### src/rtl/sst_consts.svh
/*
 * Constants of the STOP-exit and limp-home clock recovery block: register
 * offsets, field positions, reset values and delay counts.
 * Assumes a 20 MHz pclk and an APB master with 32-bit data.
 */
// How it works
// - After reset with PLL supply present, the block enters limp-home mode.
// - The exit counter ticks through the slow-mode divider outside limp-home, on the VCO in limp-home.
// - STOP with monitor on and limp-home off gives clock monitor reset.
// - Delayed limp-home exit waits 4096 VCO counts before checking monitor.
// - Delayed pseudo-STOP exit leaves in limp-home with oscillator running.
// - Delayed pseudo-STOP exit without limp-home resumes after 4096 counts.
// - Multiplier always readable; writes ignored while the control PLL bus select bit is set.
// - Bus multiplier equals loop multiplier plus one when PLL on.
// - System clock multiplier is twice the bus multiplier.
// - Limp-home forces PLL bus select high, module select low, VCO counter.
// - Clock found at a 4096 check ends limp-home and sets flag.
// - Zero-delay exit without limp-home or monitor resumes after 16 counts.
// - STOP enters pseudo-STOP when pseudo-STOP enable is set.
`ifndef SST_CONSTS_SVH
`define SST_CONSTS_SVH

// Register byte offsets
`define SST_OFF_MULT      8'h38
`define SST_OFF_CTRL      8'h3C
`define SST_OFF_SLOW      8'h40
`define SST_OFF_STATUS    8'h44
`define SST_OFF_IRQ_STAT  8'h48
`define SST_OFF_IRQ_MASK  8'h4C

// Reset values
`define SST_MULT_RESET    8'h00
`define SST_CTRL_RESET    8'h20
`define SST_SLOW_RESET    6'h00
`define SST_IRQ_RESET     2'h0

// Interrupt status bit positions
`define SST_IRQ_LIMP      0
`define SST_IRQ_EXIT      1

// Exit delay counts and supply settle count
`define SST_LONG_COUNT    13'h1000
`define SST_SHORT_COUNT   13'h0010
`define SST_SYNC_SETTLE   13'h0004

`endif

### src/rtl/sst_pkg.sv
/*
 * Types of the STOP-exit and limp-home clock recovery block.
 * Assumes nothing beyond a SystemVerilog compiler.
 */
package sst_pkg;

    // Recovery sequencer states
    typedef enum logic [2:0] {
        SST_INIT       = 3'b000,
        SST_RUN        = 3'b001,
        SST_STOP       = 3'b010,
        SST_XTAL_WAIT  = 3'b011,
        SST_LIMP_DELAY = 3'b100,
        SST_LIMP       = 3'b101
    } sst_state_t;

    // Control register layout, bit 7 down to bit 0
    typedef struct packed {
        logic module_clock_select;
        logic bus_clock_pll_select;
        logic stop_exit_delay_select;
        logic forced_clock_monitor_enable;
        logic clock_monitor_enable;
        logic pseudo_stop_enable;
        logic reserved;
        logic no_limp_home_select;
    } sst_ctrl_t;

endpackage

### src/rtl/sst_sync.sv
/*
 * Three-stage synchroniser for one level from outside the pclk domain.
 * The output follows only when the second and third stages agree.
 */
`timescale 1ns/1ps
`default_nettype none

module sst_sync
    import sst_pkg::*;
(
    input  wire logic pclk,      // Block clock
    input  wire logic presetn,   // Async reset, active low
    input  wire logic async_in,  // Level from another domain
    output logic      sync_out   // Filtered level
);
    logic stage1;
    logic stage2;
    logic stage3;
    logic next_sync_out;

    // Accept a change only once the last two stages agree
    always_comb
    begin
        next_sync_out = sync_out;
        if (stage2 == stage3)
            next_sync_out = stage3;
    end

    // Stage one feeds stage two only, to keep metastability contained
    always_ff @(posedge pclk or negedge presetn)
    begin
        if (!presetn)
        begin
            stage1   <= 1'b0;
            stage2   <= 1'b0;
            stage3   <= 1'b0;
            sync_out <= 1'b0;
        end
        else
        begin
            stage1   <= async_in;
            stage2   <= stage1;
            stage3   <= stage2;
            sync_out <= next_sync_out;
        end
    end
endmodule

`default_nettype wire

### src/rtl/sst_divider.sv
/*
 * Slow-mode divider producing the crystal-side counter tick.
 * pclk stands for the crystal clock; one tick per counter clock period:
 * every 2 cycles when the setting is zero, else every 4 times the setting.
 */
`timescale 1ns/1ps
`default_nettype none

module sst_divider
    import sst_pkg::*;
#(
    parameter int SLOW_W = 6     // Width of the slow divider setting
)
(
    input  wire logic              pclk,     // Block clock
    input  wire logic              presetn,  // Async reset, active low
    input  wire logic [SLOW_W-1:0] slow,     // Slow divider setting
    output logic                   tick      // One-cycle counter tick
);
    logic [SLOW_W+1:0] count;
    logic [SLOW_W+1:0] next_count;
    logic [SLOW_W+1:0] period;
    logic              next_tick;

    // Divide by two for the counter clock on top of the slow divide
    always_comb
    begin
        period = (slow == '0) ? (SLOW_W+2)'(2) : {slow, 2'b00};
        next_tick  = 1'b0;
        next_count = count + 1'b1;
        if (next_count >= period)
        begin
            next_count = '0;
            next_tick  = 1'b1;
        end
    end

    // A setting change acts within one period, no restart needed
    always_ff @(posedge pclk or negedge presetn)
    begin
        if (!presetn)
        begin
            count <= '0;
            tick  <= 1'b0;
        end
        else
        begin
            count <= next_count;
            tick  <= next_tick;
        end
    end
endmodule

`default_nettype wire

### src/rtl/sst_top.sv
/*
 * STOP and pseudo-STOP exit sequencer with limp-home recovery, loop
 * multiplier register and APB register file.
 * Assumes the clock monitor result, PLL supply level and VCO clock arrive
 * as asynchronous pins; the VCO is much slower than pclk.
 */
// The APB interface to the registers is this design's own decision.
`timescale 1ns/1ps
`default_nettype none
`include "sst_consts.svh"

module sst_top
    import sst_pkg::*;
#(
    parameter int CNT_W  = 13,   // Exit counter width
    parameter int SLOW_W = 6     // Slow divider width
)
(
    input  wire logic        pclk,                     // Block clock, 20 MHz
    input  wire logic        presetn,                  // Async reset, active low
    input  wire logic        psel,                     // APB select
    input  wire logic        penable,                  // APB access phase
    input  wire logic        pwrite,                   // APB write
    input  wire logic [7:0]  paddr,                    // APB byte address
    input  wire logic [31:0] pwdata,                   // APB write data
    output logic      [31:0] prdata,                   // APB read data
    output logic             pready,                   // APB ready
    output logic             pslverr,                  // APB error, unmapped
    input  wire logic        stop_request,             // STOP executed, pulse
    input  wire logic        wake_request,             // Wake event, pulse
    input  wire logic        pll_supply_rail,          // PLL supply present
    input  wire logic        ext_clock_present,        // Clock monitor result
    input  wire logic        vco_clock,                // VCO clock pin
    output logic             cpu_clock_run,            // CPU clocked
    output logic             oscillator_run,           // Crystal oscillator on
    output logic             clock_monitor_reset,      // Monitor reset, pulse
    output logic             bus_clock_pll_select_out, // Effective PLL bus select
    output logic             module_clock_select_out,  // Effective module select
    output logic             limp_home_status,         // In limp-home mode
    output logic [8:0]       bus_multiplier,           // Bus over reference
    output logic [9:0]       system_multiplier,        // System over reference
    output logic             irq                       // Level interrupt
);
    sst_state_t        state;
    sst_state_t        next_state;
    sst_ctrl_t         ctrl;
    sst_ctrl_t         next_ctrl;
    sst_ctrl_t         ctrl_view;
    logic [7:0]        loop_multiplier;
    logic [7:0]        next_loop_multiplier;
    logic [SLOW_W-1:0] slow;
    logic [SLOW_W-1:0] next_slow;
    logic [1:0]        irq_status;
    logic [1:0]        next_irq_status;
    logic [1:0]        irq_mask;
    logic [1:0]        next_irq_mask;
    logic [31:0]       next_prdata;
    logic [CNT_W-1:0]  count;
    logic [CNT_W-1:0]  next_count;
    logic [CNT_W-1:0]  wait_limit;
    logic [CNT_W-1:0]  next_wait_limit;
    logic              next_limp_home_status;
    logic              next_clock_monitor_reset;
    logic              pseudo;
    logic              next_pseudo;
    logic [8:0]        next_bus_multiplier;
    logic [9:0]        next_system_multiplier;
    logic              supply_ok;
    logic              clock_ok;
    logic              vco_level;
    logic              vco_prev;
    logic              vco_tick;
    logic              xtal_tick;
    logic              count_tick;
    logic              in_limp;
    logic              monitor_on;
    logic              wr;
    logic              rd;
    logic              mapped;
    logic              limp_event;
    logic              exit_event;

    // Asynchronous pins pass three stages each
    sst_sync u_sync_supply (
        .pclk     (pclk),
        .presetn  (presetn),
        .async_in (pll_supply_rail),
        .sync_out (supply_ok)
    );
    sst_sync u_sync_clock (
        .pclk     (pclk),
        .presetn  (presetn),
        .async_in (ext_clock_present),
        .sync_out (clock_ok)
    );
    sst_sync u_sync_vco (
        .pclk     (pclk),
        .presetn  (presetn),
        .async_in (vco_clock),
        .sync_out (vco_level)
    );

    // Crystal-side counter clock through the slow divider
    sst_divider #(
        .SLOW_W (SLOW_W)
    ) u_divider (
        .pclk    (pclk),
        .presetn (presetn),
        .slow    (slow),
        .tick    (xtal_tick)
    );

    // Counter source: VCO in limp-home, slow-divided crystal otherwise
    assign in_limp    = (state == SST_LIMP_DELAY) || (state == SST_LIMP);
    assign vco_tick   = vco_level && !vco_prev;
    assign count_tick = in_limp ? vco_tick : xtal_tick;
    assign monitor_on = ctrl.clock_monitor_enable || ctrl.forced_clock_monitor_enable;

    // Control view: low PLL supply forces no-limp-home; other bits pass unchanged
    always_comb
    begin
        ctrl_view = ctrl;
        if (!supply_ok)
            ctrl_view.no_limp_home_select = 1'b1;
    end

    // Recovery sequencer
    always_comb
    begin
        next_state               = state;
        next_count               = count;
        next_wait_limit          = wait_limit;
        next_pseudo              = pseudo;
        next_limp_home_status    = limp_home_status;
        next_clock_monitor_reset = 1'b0;
        limp_event               = 1'b0;
        exit_event               = 1'b0;
        unique case (state)
            SST_INIT:
            begin
                // Supply sync needs four edges; decide only once it settled
                if (supply_ok)
                begin
                    next_state            = SST_LIMP;
                    next_limp_home_status = 1'b1;
                    next_count            = '0;
                end
                else if (count == `SST_SYNC_SETTLE)
                    next_state = SST_RUN;
                else
                    next_count = count + 1'b1;
            end
            SST_RUN:
            begin
                if (stop_request)
                begin
                    if (ctrl_view.no_limp_home_select && monitor_on)
                        next_clock_monitor_reset = 1'b1;
                    else
                    begin
                        next_state  = SST_STOP;
                        next_pseudo = ctrl.pseudo_stop_enable;
                    end
                end
            end
            SST_STOP:
            begin
                if (wake_request)
                begin
                    next_count = '0;
                    if (ctrl_view.no_limp_home_select)
                    begin
                        next_state      = SST_XTAL_WAIT;
                        next_wait_limit = ctrl.stop_exit_delay_select
                                        ? `SST_LONG_COUNT
                                        : `SST_SHORT_COUNT;
                    end
                    else if (ctrl.stop_exit_delay_select)
                        next_state = SST_LIMP_DELAY;
                    else
                    begin
                        // Fast recovery runs the CPU on the VCO at once
                        next_state            = SST_LIMP;
                        next_limp_home_status = 1'b1;
                        limp_event            = 1'b1;
                    end
                end
            end
            SST_XTAL_WAIT:
            begin
                if (count_tick)
                    next_count = count + 1'b1;
                if (count_tick && (count + 1'b1 == wait_limit))
                begin
                    next_state  = SST_RUN;
                    next_pseudo = 1'b0;
                    exit_event  = 1'b1;
                end
            end
            SST_LIMP_DELAY, SST_LIMP:
            begin
                if (count_tick)
                    next_count = count + 1'b1;
                // Monitor is checked each time the count reaches 4096
                if (count_tick && (count + 1'b1 == `SST_LONG_COUNT))
                begin
                    next_count = '0;
                    if (clock_ok)
                    begin
                        next_state            = SST_RUN;
                        next_pseudo           = 1'b0;
                        next_limp_home_status = 1'b0;
                        exit_event            = 1'b1;
                        limp_event            = limp_home_status;
                    end
                    else if (state == SST_LIMP_DELAY)
                    begin
                        next_state            = SST_LIMP;
                        next_limp_home_status = 1'b1;
                        limp_event            = 1'b1;
                        exit_event            = 1'b1;
                    end
                end
            end
            default:
                next_state = SST_INIT;
        endcase
    end

    // Effective clock selects and multipliers
    always_comb
    begin
        bus_clock_pll_select_out = in_limp ? 1'b1 : ctrl.bus_clock_pll_select;
        module_clock_select_out  = in_limp ? 1'b0 : ctrl.module_clock_select;
        cpu_clock_run  = (state == SST_RUN) || (state == SST_LIMP);
        // Pseudo-STOP keeps the crystal alive while in STOP
        oscillator_run = (state != SST_STOP) || pseudo;
        next_bus_multiplier    = {1'b0, loop_multiplier} + 9'h001;
        next_system_multiplier = {next_bus_multiplier, 1'b0};
    end

    // APB decode; zero-wait, read data captured in setup cycle
    assign pready = 1'b1;
    assign wr     = psel && penable && pwrite;
    assign rd     = psel && !penable && !pwrite;
    always_comb
    begin
        mapped = (paddr == `SST_OFF_MULT) || (paddr == `SST_OFF_CTRL)
              || (paddr == `SST_OFF_SLOW) || (paddr == `SST_OFF_STATUS)
              || (paddr == `SST_OFF_IRQ_STAT) || (paddr == `SST_OFF_IRQ_MASK);
        pslverr = psel && penable && !mapped;
    end

    // Register writes and sticky flags
    always_comb
    begin
        next_loop_multiplier = loop_multiplier;
        next_ctrl            = ctrl;
        next_slow            = slow;
        next_irq_mask        = irq_mask;
        next_irq_status      = irq_status;
        if (wr)
        begin
            unique case (paddr)
                `SST_OFF_MULT:
                    // Retuning the loop under a live PLL bus clock is unsafe
                    if (!ctrl.bus_clock_pll_select)
                        next_loop_multiplier = pwdata[7:0];
                `SST_OFF_CTRL:
                    next_ctrl = sst_ctrl_t'(pwdata[7:0]);
                `SST_OFF_SLOW:
                    next_slow = pwdata[SLOW_W-1:0];
                `SST_OFF_IRQ_STAT:
                    next_irq_status = irq_status & ~pwdata[1:0];
                `SST_OFF_IRQ_MASK:
                    next_irq_mask = pwdata[1:0];
                default:
                    next_irq_mask = irq_mask;
            endcase
        end
        next_ctrl.reserved = 1'b0;
        // Set wins over a same-cycle clear
        if (limp_event)
            next_irq_status[`SST_IRQ_LIMP] = 1'b1;
        if (exit_event)
            next_irq_status[`SST_IRQ_EXIT] = 1'b1;
    end

    // Read mux
    always_comb
    begin
        next_prdata = prdata;
        if (rd)
        begin
            next_prdata = 32'h0000_0000;
            unique case (paddr)
                `SST_OFF_MULT:     next_prdata[7:0] = loop_multiplier;
                `SST_OFF_CTRL:     next_prdata[7:0] = ctrl_view;
                `SST_OFF_SLOW:     next_prdata[SLOW_W-1:0] = slow;
                `SST_OFF_STATUS:   next_prdata[5:0] = {oscillator_run, cpu_clock_run,
                                                       state, limp_home_status};
                `SST_OFF_IRQ_STAT: next_prdata[1:0] = irq_status;
                `SST_OFF_IRQ_MASK: next_prdata[1:0] = irq_mask;
                default:           next_prdata = 32'h0000_0000;
            endcase
        end
    end

    assign irq = |(irq_status & irq_mask);

    // State registers
    always_ff @(posedge pclk or negedge presetn)
    begin
        if (!presetn)
        begin
            state               <= SST_INIT;
            count               <= '0;
            wait_limit          <= `SST_LONG_COUNT;
            pseudo              <= 1'b0;
            limp_home_status    <= 1'b0;
            clock_monitor_reset <= 1'b0;
            vco_prev            <= 1'b0;
            ctrl                <= sst_ctrl_t'(`SST_CTRL_RESET);
            loop_multiplier     <= `SST_MULT_RESET;
            slow                <= `SST_SLOW_RESET;
            irq_status          <= `SST_IRQ_RESET;
            irq_mask            <= `SST_IRQ_RESET;
            prdata              <= 32'h0000_0000;
            bus_multiplier      <= 9'h001;
            system_multiplier   <= 10'h002;
        end
        else
        begin
            state               <= next_state;
            count               <= next_count;
            wait_limit          <= next_wait_limit;
            pseudo              <= next_pseudo;
            limp_home_status    <= next_limp_home_status;
            clock_monitor_reset <= next_clock_monitor_reset;
            vco_prev            <= vco_level;
            ctrl                <= next_ctrl;
            loop_multiplier     <= next_loop_multiplier;
            slow                <= next_slow;
            irq_status          <= next_irq_status;
            irq_mask            <= next_irq_mask;
            prdata              <= next_prdata;
            bus_multiplier      <= next_bus_multiplier;
            system_multiplier   <= next_system_multiplier;
        end
    end
endmodule

`default_nettype wire

### config.mk
export PLATFORM = sky130hd
export DESIGN_NAME = sst_top
export DESIGN_NICKNAME = d
export VERILOG_FILES = /design/src/rtl/sst_pkg.sv /design/src/rtl/sst_sync.sv /design/src/rtl/sst_divider.sv /design/src/rtl/sst_top.sv
export VERILOG_INCLUDE_DIRS = /design/src /design/src/rtl
export SDC_FILE = /design/constraint.sdc
export NUM_CORES = 1
export LEC_CHECK = 0
export BUFFER_PORTS_ARGS = -buffer_cell sky130_fd_sc_hd__buf_2
export CAP_MARGIN = 5
export CORE_ASPECT_RATIO = 1.1
export CORE_UTILIZATION = 30
export CTS_CLUSTER_DIAMETER = 150
export DETAILED_ROUTE_END_ITERATION = 6
export GPL_TIMING_DRIVEN = 0
export PLACE_DENSITY_LB_ADDON = 0.2
export REMOVE_ABC_BUFFERS = 1
export SLEW_MARGIN = 10
export SYNTH_ARGS = -nofsm -noshare
export SYNTH_HDL_FRONTEND = slang
export SYNTH_SLANG_ARGS = --single-unit
### constraint.sdc
create_clock -name pclk -period 2.09 [get_ports pclk]
set_input_delay 0.1045 -clock pclk [delete_from_list [all_inputs] [get_ports pclk]]
set_output_delay 0.1045 -clock pclk [all_outputs]
set_load 0.02 [all_outputs]
======== Word-level counts from Yosys, hierarchy flattened ========
Index checks and enable logic that the tools add are counted.
word-level totals
  memories ................................ 0
  bits of input ports ..................... 50
  word-level logic and storage cells ...... 178
  bits in writable memories ............... 0
  bits in latches ......................... 0
  output and inout bits ................... 60
  bits in read-only memories .............. 0
  flip-flop bits (word level) ............. 96
cells by class
  reduce and logical (&&, ||, !) cells .... 44
  bitwise gates (word level) .............. 4
  $lt $le $gt $ge ......................... 1
  shift operators ......................... 0
  divide/modulo/power cells ............... 0
  add/subtract/negate cells ............... 3
  mux-type cells .......................... 61
  equal/unequal tests ..................... 30
  multiply operators ...................... 0
operators with widths
  kind                     count
  $mux W13                 6
  $pmux W13 S4             1
  $eq A8 B7 Y1 const B     4
  $mux W1                  32
  $mux W3                  10
  $eq A8 B6 Y1 const B     2
  $mux W8                  2
  $pmux W4 S4              1
  $pmux W3 S5              1
  $ne A2 B2 Y1 const B     7
  $reduce_and A7 Y1        2
  $add A13 B1 Y13 const B  1
  $eq A13 B13 Y1           1
  $eq A13 B13 Y1 const B   1
  $eq A13 B3 Y1 const B    1
  $ne A3 B2 Y1 const B     4
  $pmux W2 S6              1
  $reduce_and A2 Y1        5
  $add A8 B1 Y9 const B    1
  $logic_and A1 B1 Y1      9
  $logic_or A1 B1 Y1       9
  $reduce_and A3 Y1        3
  $add A8 B1 Y8 const B    1
  $ge A8 B8 Y1             1
  other kinds (20)         37

======== Logic depth before layout (Yosys ltp) ========
  depth in word-level cells ............... 8
  mapped depth ............................ 11
  mapped depth without buffers ............ 11

======== Modules after synthesis ========
Synthesis repeated with hierarchy kept, for this count alone.
second synthesis, totals
  cell total of the unflattened synthesis .. 469
  area total of the unflattened synthesis .. 4740.8 µm²
modules (own cells, without submodules)
  module       area each (µm²)  instances  cells each
  sst_top      3839.9           1          398
  sst_divider  566.8            1          56
  sst_sync     111.4            3          5

======== Worst setup path after synthesis ========
Ideal clock, no wire load.
  path type ............................... flip-flop to flip-flop
  from .................................... register count[0]
  to ...................................... register state[0]
  period minus slack after synthesis ...... 2308 ps
  path buffers ............................ 0
  library setup time ...................... 125 ps
  slack ................................... -218 ps
  data arrival time ....................... 2183 ps
  cell stages (with the launch flop) ...... 9
  cell sequence ........................... dfrtp_1 > ha_1 > nand2_1 > and3b_1 > a211oi_2 > nor4_4 > nand2_1 > a21oi_1 > mux2_2
on the way
  longest elaborated chain between the ends .. 5
RTL lines
  element                                        line                            RTL
  start: declaration                             sst_top.sv:58                   logic [CNT_W-1:0] count;
  start signal: assignment                       sst_top.sv:335                  count <= next_count;
  $add A13 B1 Y13                                sst_top.sv:193, sst_top.sv:205
  $eq A13 B13 Y1, on equally long branches       --
  $logic_and A1 B1 Y1, on equally long branches  sst_top.sv:193, sst_top.sv:205
  $ne A2 B2 Y1 (no line)                         --
  $reduce_and A7 Y1 (no line) *                  --
  end signal: assignment                         sst_top.sv:334                  state <= next_state;
  end: declaration                               sst_top.sv:44                   sst_state_t state;
Mark *: on every way between the ends. The rest lies on a longest branch, timed or not.
A chain may end at the register's enable or synchronous reset.

======== Final worst setup path ========
  from .................................... register count[0]
  to ...................................... register pseudo
on the way
  longest elaborated chain between the ends .. 5
RTL lines
  element                                        line                            RTL
  $add A13 B1 Y13 *                              sst_top.sv:193, sst_top.sv:205
  $eq A13 B13 Y1, on equally long branches       --
  $logic_and A1 B1 Y1, on equally long branches  sst_top.sv:193, sst_top.sv:205
  $ne A2 B2 Y1 (no line)                         --
  $reduce_and A6 Y1 (no line) *                  --
  end signal: assignment                         sst_top.sv:337                  pseudo <= next_pseudo;
  end: declaration                               sst_top.sv:64                   logic pseudo;
Marks and branches as above.

==> results by stage <==
Global routing:
- The initial antenna violation count is 0.
- The total routing usage reported by global routing is 16.19%.
- The first global-routing pass estimated 20150 µm of wire.
- The largest net degree at the start of global routing is 60.
- Global routing finished with a remaining overflow of 0.
- The number of global-route vias before repair is 3859.

Setup path:
- The startpoint class of the critical path is a flop.
- In this run the worst path has a maximum fanout of 5.
- In this run the critical register-to-register path is launched from count[0]$_DFFE_PN0P_.
- The timing endpoint of the critical path is pseudo$_DFFE_PN0P_.
- STA puts the critical path data required time at 2.32 ns.
- The critical path start-end classification is reg -> reg.
- The setup slack of the worst register-to-register path is -0.22 ns.
- The largest incremental delay on the critical path is 0.46 ns.
- For this design, the slowest cell found on the critical path is dfrtp_2.
- Tracing the worst setup path back leads to its startpoint at count[0]$_DFFE_PN0P_.
- The critical path goes through ha_4 > a211o_4 > nor4_4 > nor3_4 > nor4_4 > buf_4 > a41o_2 > nand2_2 > mux2_4.
- STA classifies the critical path endpoint as a flop.
- In this design, the critical path's most frequently occurring cell is nor4_4.
- The worst register-to-register path ends at pseudo$_DFFE_PN0P_.
- STA puts the critical path data arrival time at 2.54 ns.
- The depth of the worst register-to-register path is 9.

Min path:
- The type of the worst min-delay path is in -> reg.
- The depth of the worst hold-timing path is 3.

Power and ir drop:
- The power density over the cells is 805.1 mW/mm².
- IR analysis of the VDD net gives a maximum drop of 0.4051 mV.
- The analysis attributes to cell leakage a power of 2.848 nW.
- The design draws 5.016 mW.

STA:
- The worst path uses 110.5% of the clock period.
- The worst pin sits at a relative slew slack of 58.48%.
- The final hold violation count is 0.
- Setup repair after global routing could not meet its margin everywhere.
- The upper clock frequency limit is 0.4330 GHz.
- The clock arrives with 0.004205 ns of skew.
- The worst slack on hold paths is 0.02669 ns.
- After layout, the worst setup slack is -0.2196 ns.
- The summed negative setup slack over all endpoints is -3.355 ns.
- The max-slew violation total from the final report was 0.
- Setup violations remaining at the end of the flow were counted as 26.
- The worst path in the final design needs a cycle of 2.310 ns, including I/O delays and setup.
- The pin slew with the least headroom to its limit is 0.6162 ns.

Yosys:
- The synthesized area per cell is 10.01 µm².
- In this run, synthesis produced a sequential element count of 85.
- The cell area that synthesis handed to floorplanning was 0.004727 mm².
- The async set or reset register ratio after synthesis is 100.0%.
- Counting flops with a built-in enable in the synthesized netlist gives 0.
- For this run, the register share of the synthesized area comes to 45.08%.
- The count of mapped cells out of synthesis is 472.
- Counting distinct cell types in the post-synthesis netlist gives 67.
- For this run, the leading register cell type out of synthesis is dfrtp_1.
- During synthesis, Yosys emitted a total of 0 warnings.

Die:
- The total area inside the core boundary comes to 0.01523 mm².
- From left edge to right edge, the die measures 121.7 µm.
- The floorplan has 47 rows.
- The starting utilization of the core area is 31.04%.
- The number of top-level pins is 110.
- The floorplan step defined a die boundary enclosing 0.01626 mm².
- The die height is 133.7 µm.

CTS:
- The clock latency reported for the late side of the worst-skew pair is 0.34 ns.
- The total clock sinks is 85.
- The number of clock buffers added by TritonCTS is 9.
- Clock-pin slew was measured on the worst setup and hold paths at 0.07 ns.
- The H-tree depth is 3.
- The largest buffer count on any clock path is 2.
- The cell at the root of the clock tree is clkbuf_16.
- TritonCTS built the clock tree.

Detailed routing:
- Dividing the detail-routed wire length by the instance count gives 16.50 µm.
- For this run, design rule violations remaining after detail routing come to 0.
- The number of detailed-routing iterations run before antenna repair is 5.
- The DRC marker count from the first detailed-route iteration is 322.
- After detailed routing, the total wire length is 12710 µm.
- The total number of vias is 3895.
- Using the TritonRoute via totals, the vias-per-cell ratio works out to 5.058.
- The count of nets left with antenna violations once routing finished came out at 0.

Final layout:
- The cell area after layout is 0.006230 mm².
- The repair_antennas step left the layout with diodes totalling 0.
- The library cell used most frequently in the layout, excluding fill and tap cells, is dfrtp_1.
- Cells fill 40.90% of the core in the end.
- The top cell types in the final layout, fill and taps aside, are dfrtp_1, buf_2, buf_4.
- The multi-input logic area is 0.002710 mm².
- The count of filler cells inserted in the layout is 1459.
- The net count reported at finish is 630.
- Cells with a size suffix above 1 make up 40.77% of the layout.
- The sequential cell area is 0.002151 mm².
- From synthesis to final layout, the design area changed by 31.79%.
- The final cell count without fillers is 770.

Run:
- The max-cap check violation count is 0.

Place:
- The HPWL after detailed placement is 8387 µm.
- The standard cell area after detailed placement is 0.005045 mm².
- The congestion estimate from routability-driven global placement came to 0.8424.
- The cell count after placement is 700.
- The number of port buffers is 59.
- OpenSTA, run right after detailed placement, puts the worst setup slack at -0.8082 ns.

Status:
- The run finished, with violations left.
- The final reports fail on setup timing.
what timing repair did:
action / CTS / global route
resized for setup: 65 / 34
endpoints found under the hold margin: 33 / 0
pin swaps: 22 / 14
setup endpoints to repair: 35 / 35
gates cloned: 1 / 0
setup buffers: 35 / 12
hold buffers: 7 / 0
critical path: cells and delay by family, from the launching register on:
kind	cells	cell delay [ns]
mux	1	0.29
buf+inv	1	0.20
flops	1	0.46
compound gates	2	0.54
fa+ha+maj	1	0.21
simple gates	4	0.49
power by group:
group	total, mW	internal, mW	switching (mW)
registers	2.00	1.78	0.215
clock network	1.67	0.968	0.706
logic	1.34	0.606	0.738
sequential cells by signal, summed over array words and instances (netlist names), 2 cells and up:
name               flops
system_multiplier      9
state                  3
prdata                 8
u_divider.count        8
irq_status             2
wait_limit             2
slow                   6
loop_multiplier        8
count                 13
ctrl                   7
irq_mask               2
area by class of cell:
class | instances | area share (%)
multi-input combinational | 345 | 43.50
sequential | 85 | 34.52
clock buffer | 10 | 3.836
inverter | 15 | 0.9038
clock inverter | 6 | 1.105
timing repair buffer | 113 | 12.19
tap | 196 | 3.937
cells in the mapped netlist (6+ instances only):
cell type	count	share of area, %
nand2_1	40	3.2
xnor2_1	10	1.9
clkbuf_1	8	0.64
ha_1	11	2.9
mux2_2	23	5.5
a21oi_1	15	1.6
and3_1	8	1.1
o21ai_0	21	2.2
buf_4	37	5.9
nand4_1	9	1.2
nand3_1	14	1.5
inv_1	15	1.2
nor2_1	34	2.7
xor2_1	7	1.3
buf_2	6	0.64
a21o_1	9	1.4
dfrtp_1	82	43
nor2b_1	16	2.1
nor3_1	13	1.4
how the worst min path moves through the flow:
stage	from	end	slack, ns
6_report	pwdata[5]	loop_multiplier[5]$_DFFE_PN0P_	0.03
3_5_place_dp	presetn	count[3]$_DFFE_PN0P_	0.06
2_1_floorplan	presetn	clock_monitor_reset$_DFF_PN0_	-0.19
5_1_grt	pwdata[3]	loop_multiplier[3]$_DFFE_PN0P_	0.02
4_1_cts	pwdata[3]	loop_multiplier[3]$_DFFE_PN0P_	0.02
3_3_place_gp	pll_supply_rail	u_sync_supply.stage1$_DFF_PN0_	0.22
per-layer routing:
metal	global-route usage, %	vias to the layer above	part of all wire (%)
met1	20.24	1941	43
li1	-	1826	-
met5	0	-	0
met3	3.510	20	4.2
met4	6.859	0	1.9
met2	26.74	108	51
kinds of logic (layout without fill, tap and decap cells):
kind of cell / after synthesis / count (layout) / share of synthesized area, %
AND/OR/NAND/NOR: 173 / 173 / 20.30
AO/OA/AOI/OAI: 87 / 88 / 12.89
flip-flops: 85 / 85 / 45.08
buffers and inverters: 67 / 144 / 8.444
multiplexers: 27 / 27 / 6.432
XOR/XNOR: 17 / 17 / 3.150
adder cells (fa/ha/maj): 14 / 14 / 3.547
other: 2 / 26 / 0.1589
Note: power is estimated with default switching activity, not from simulation.
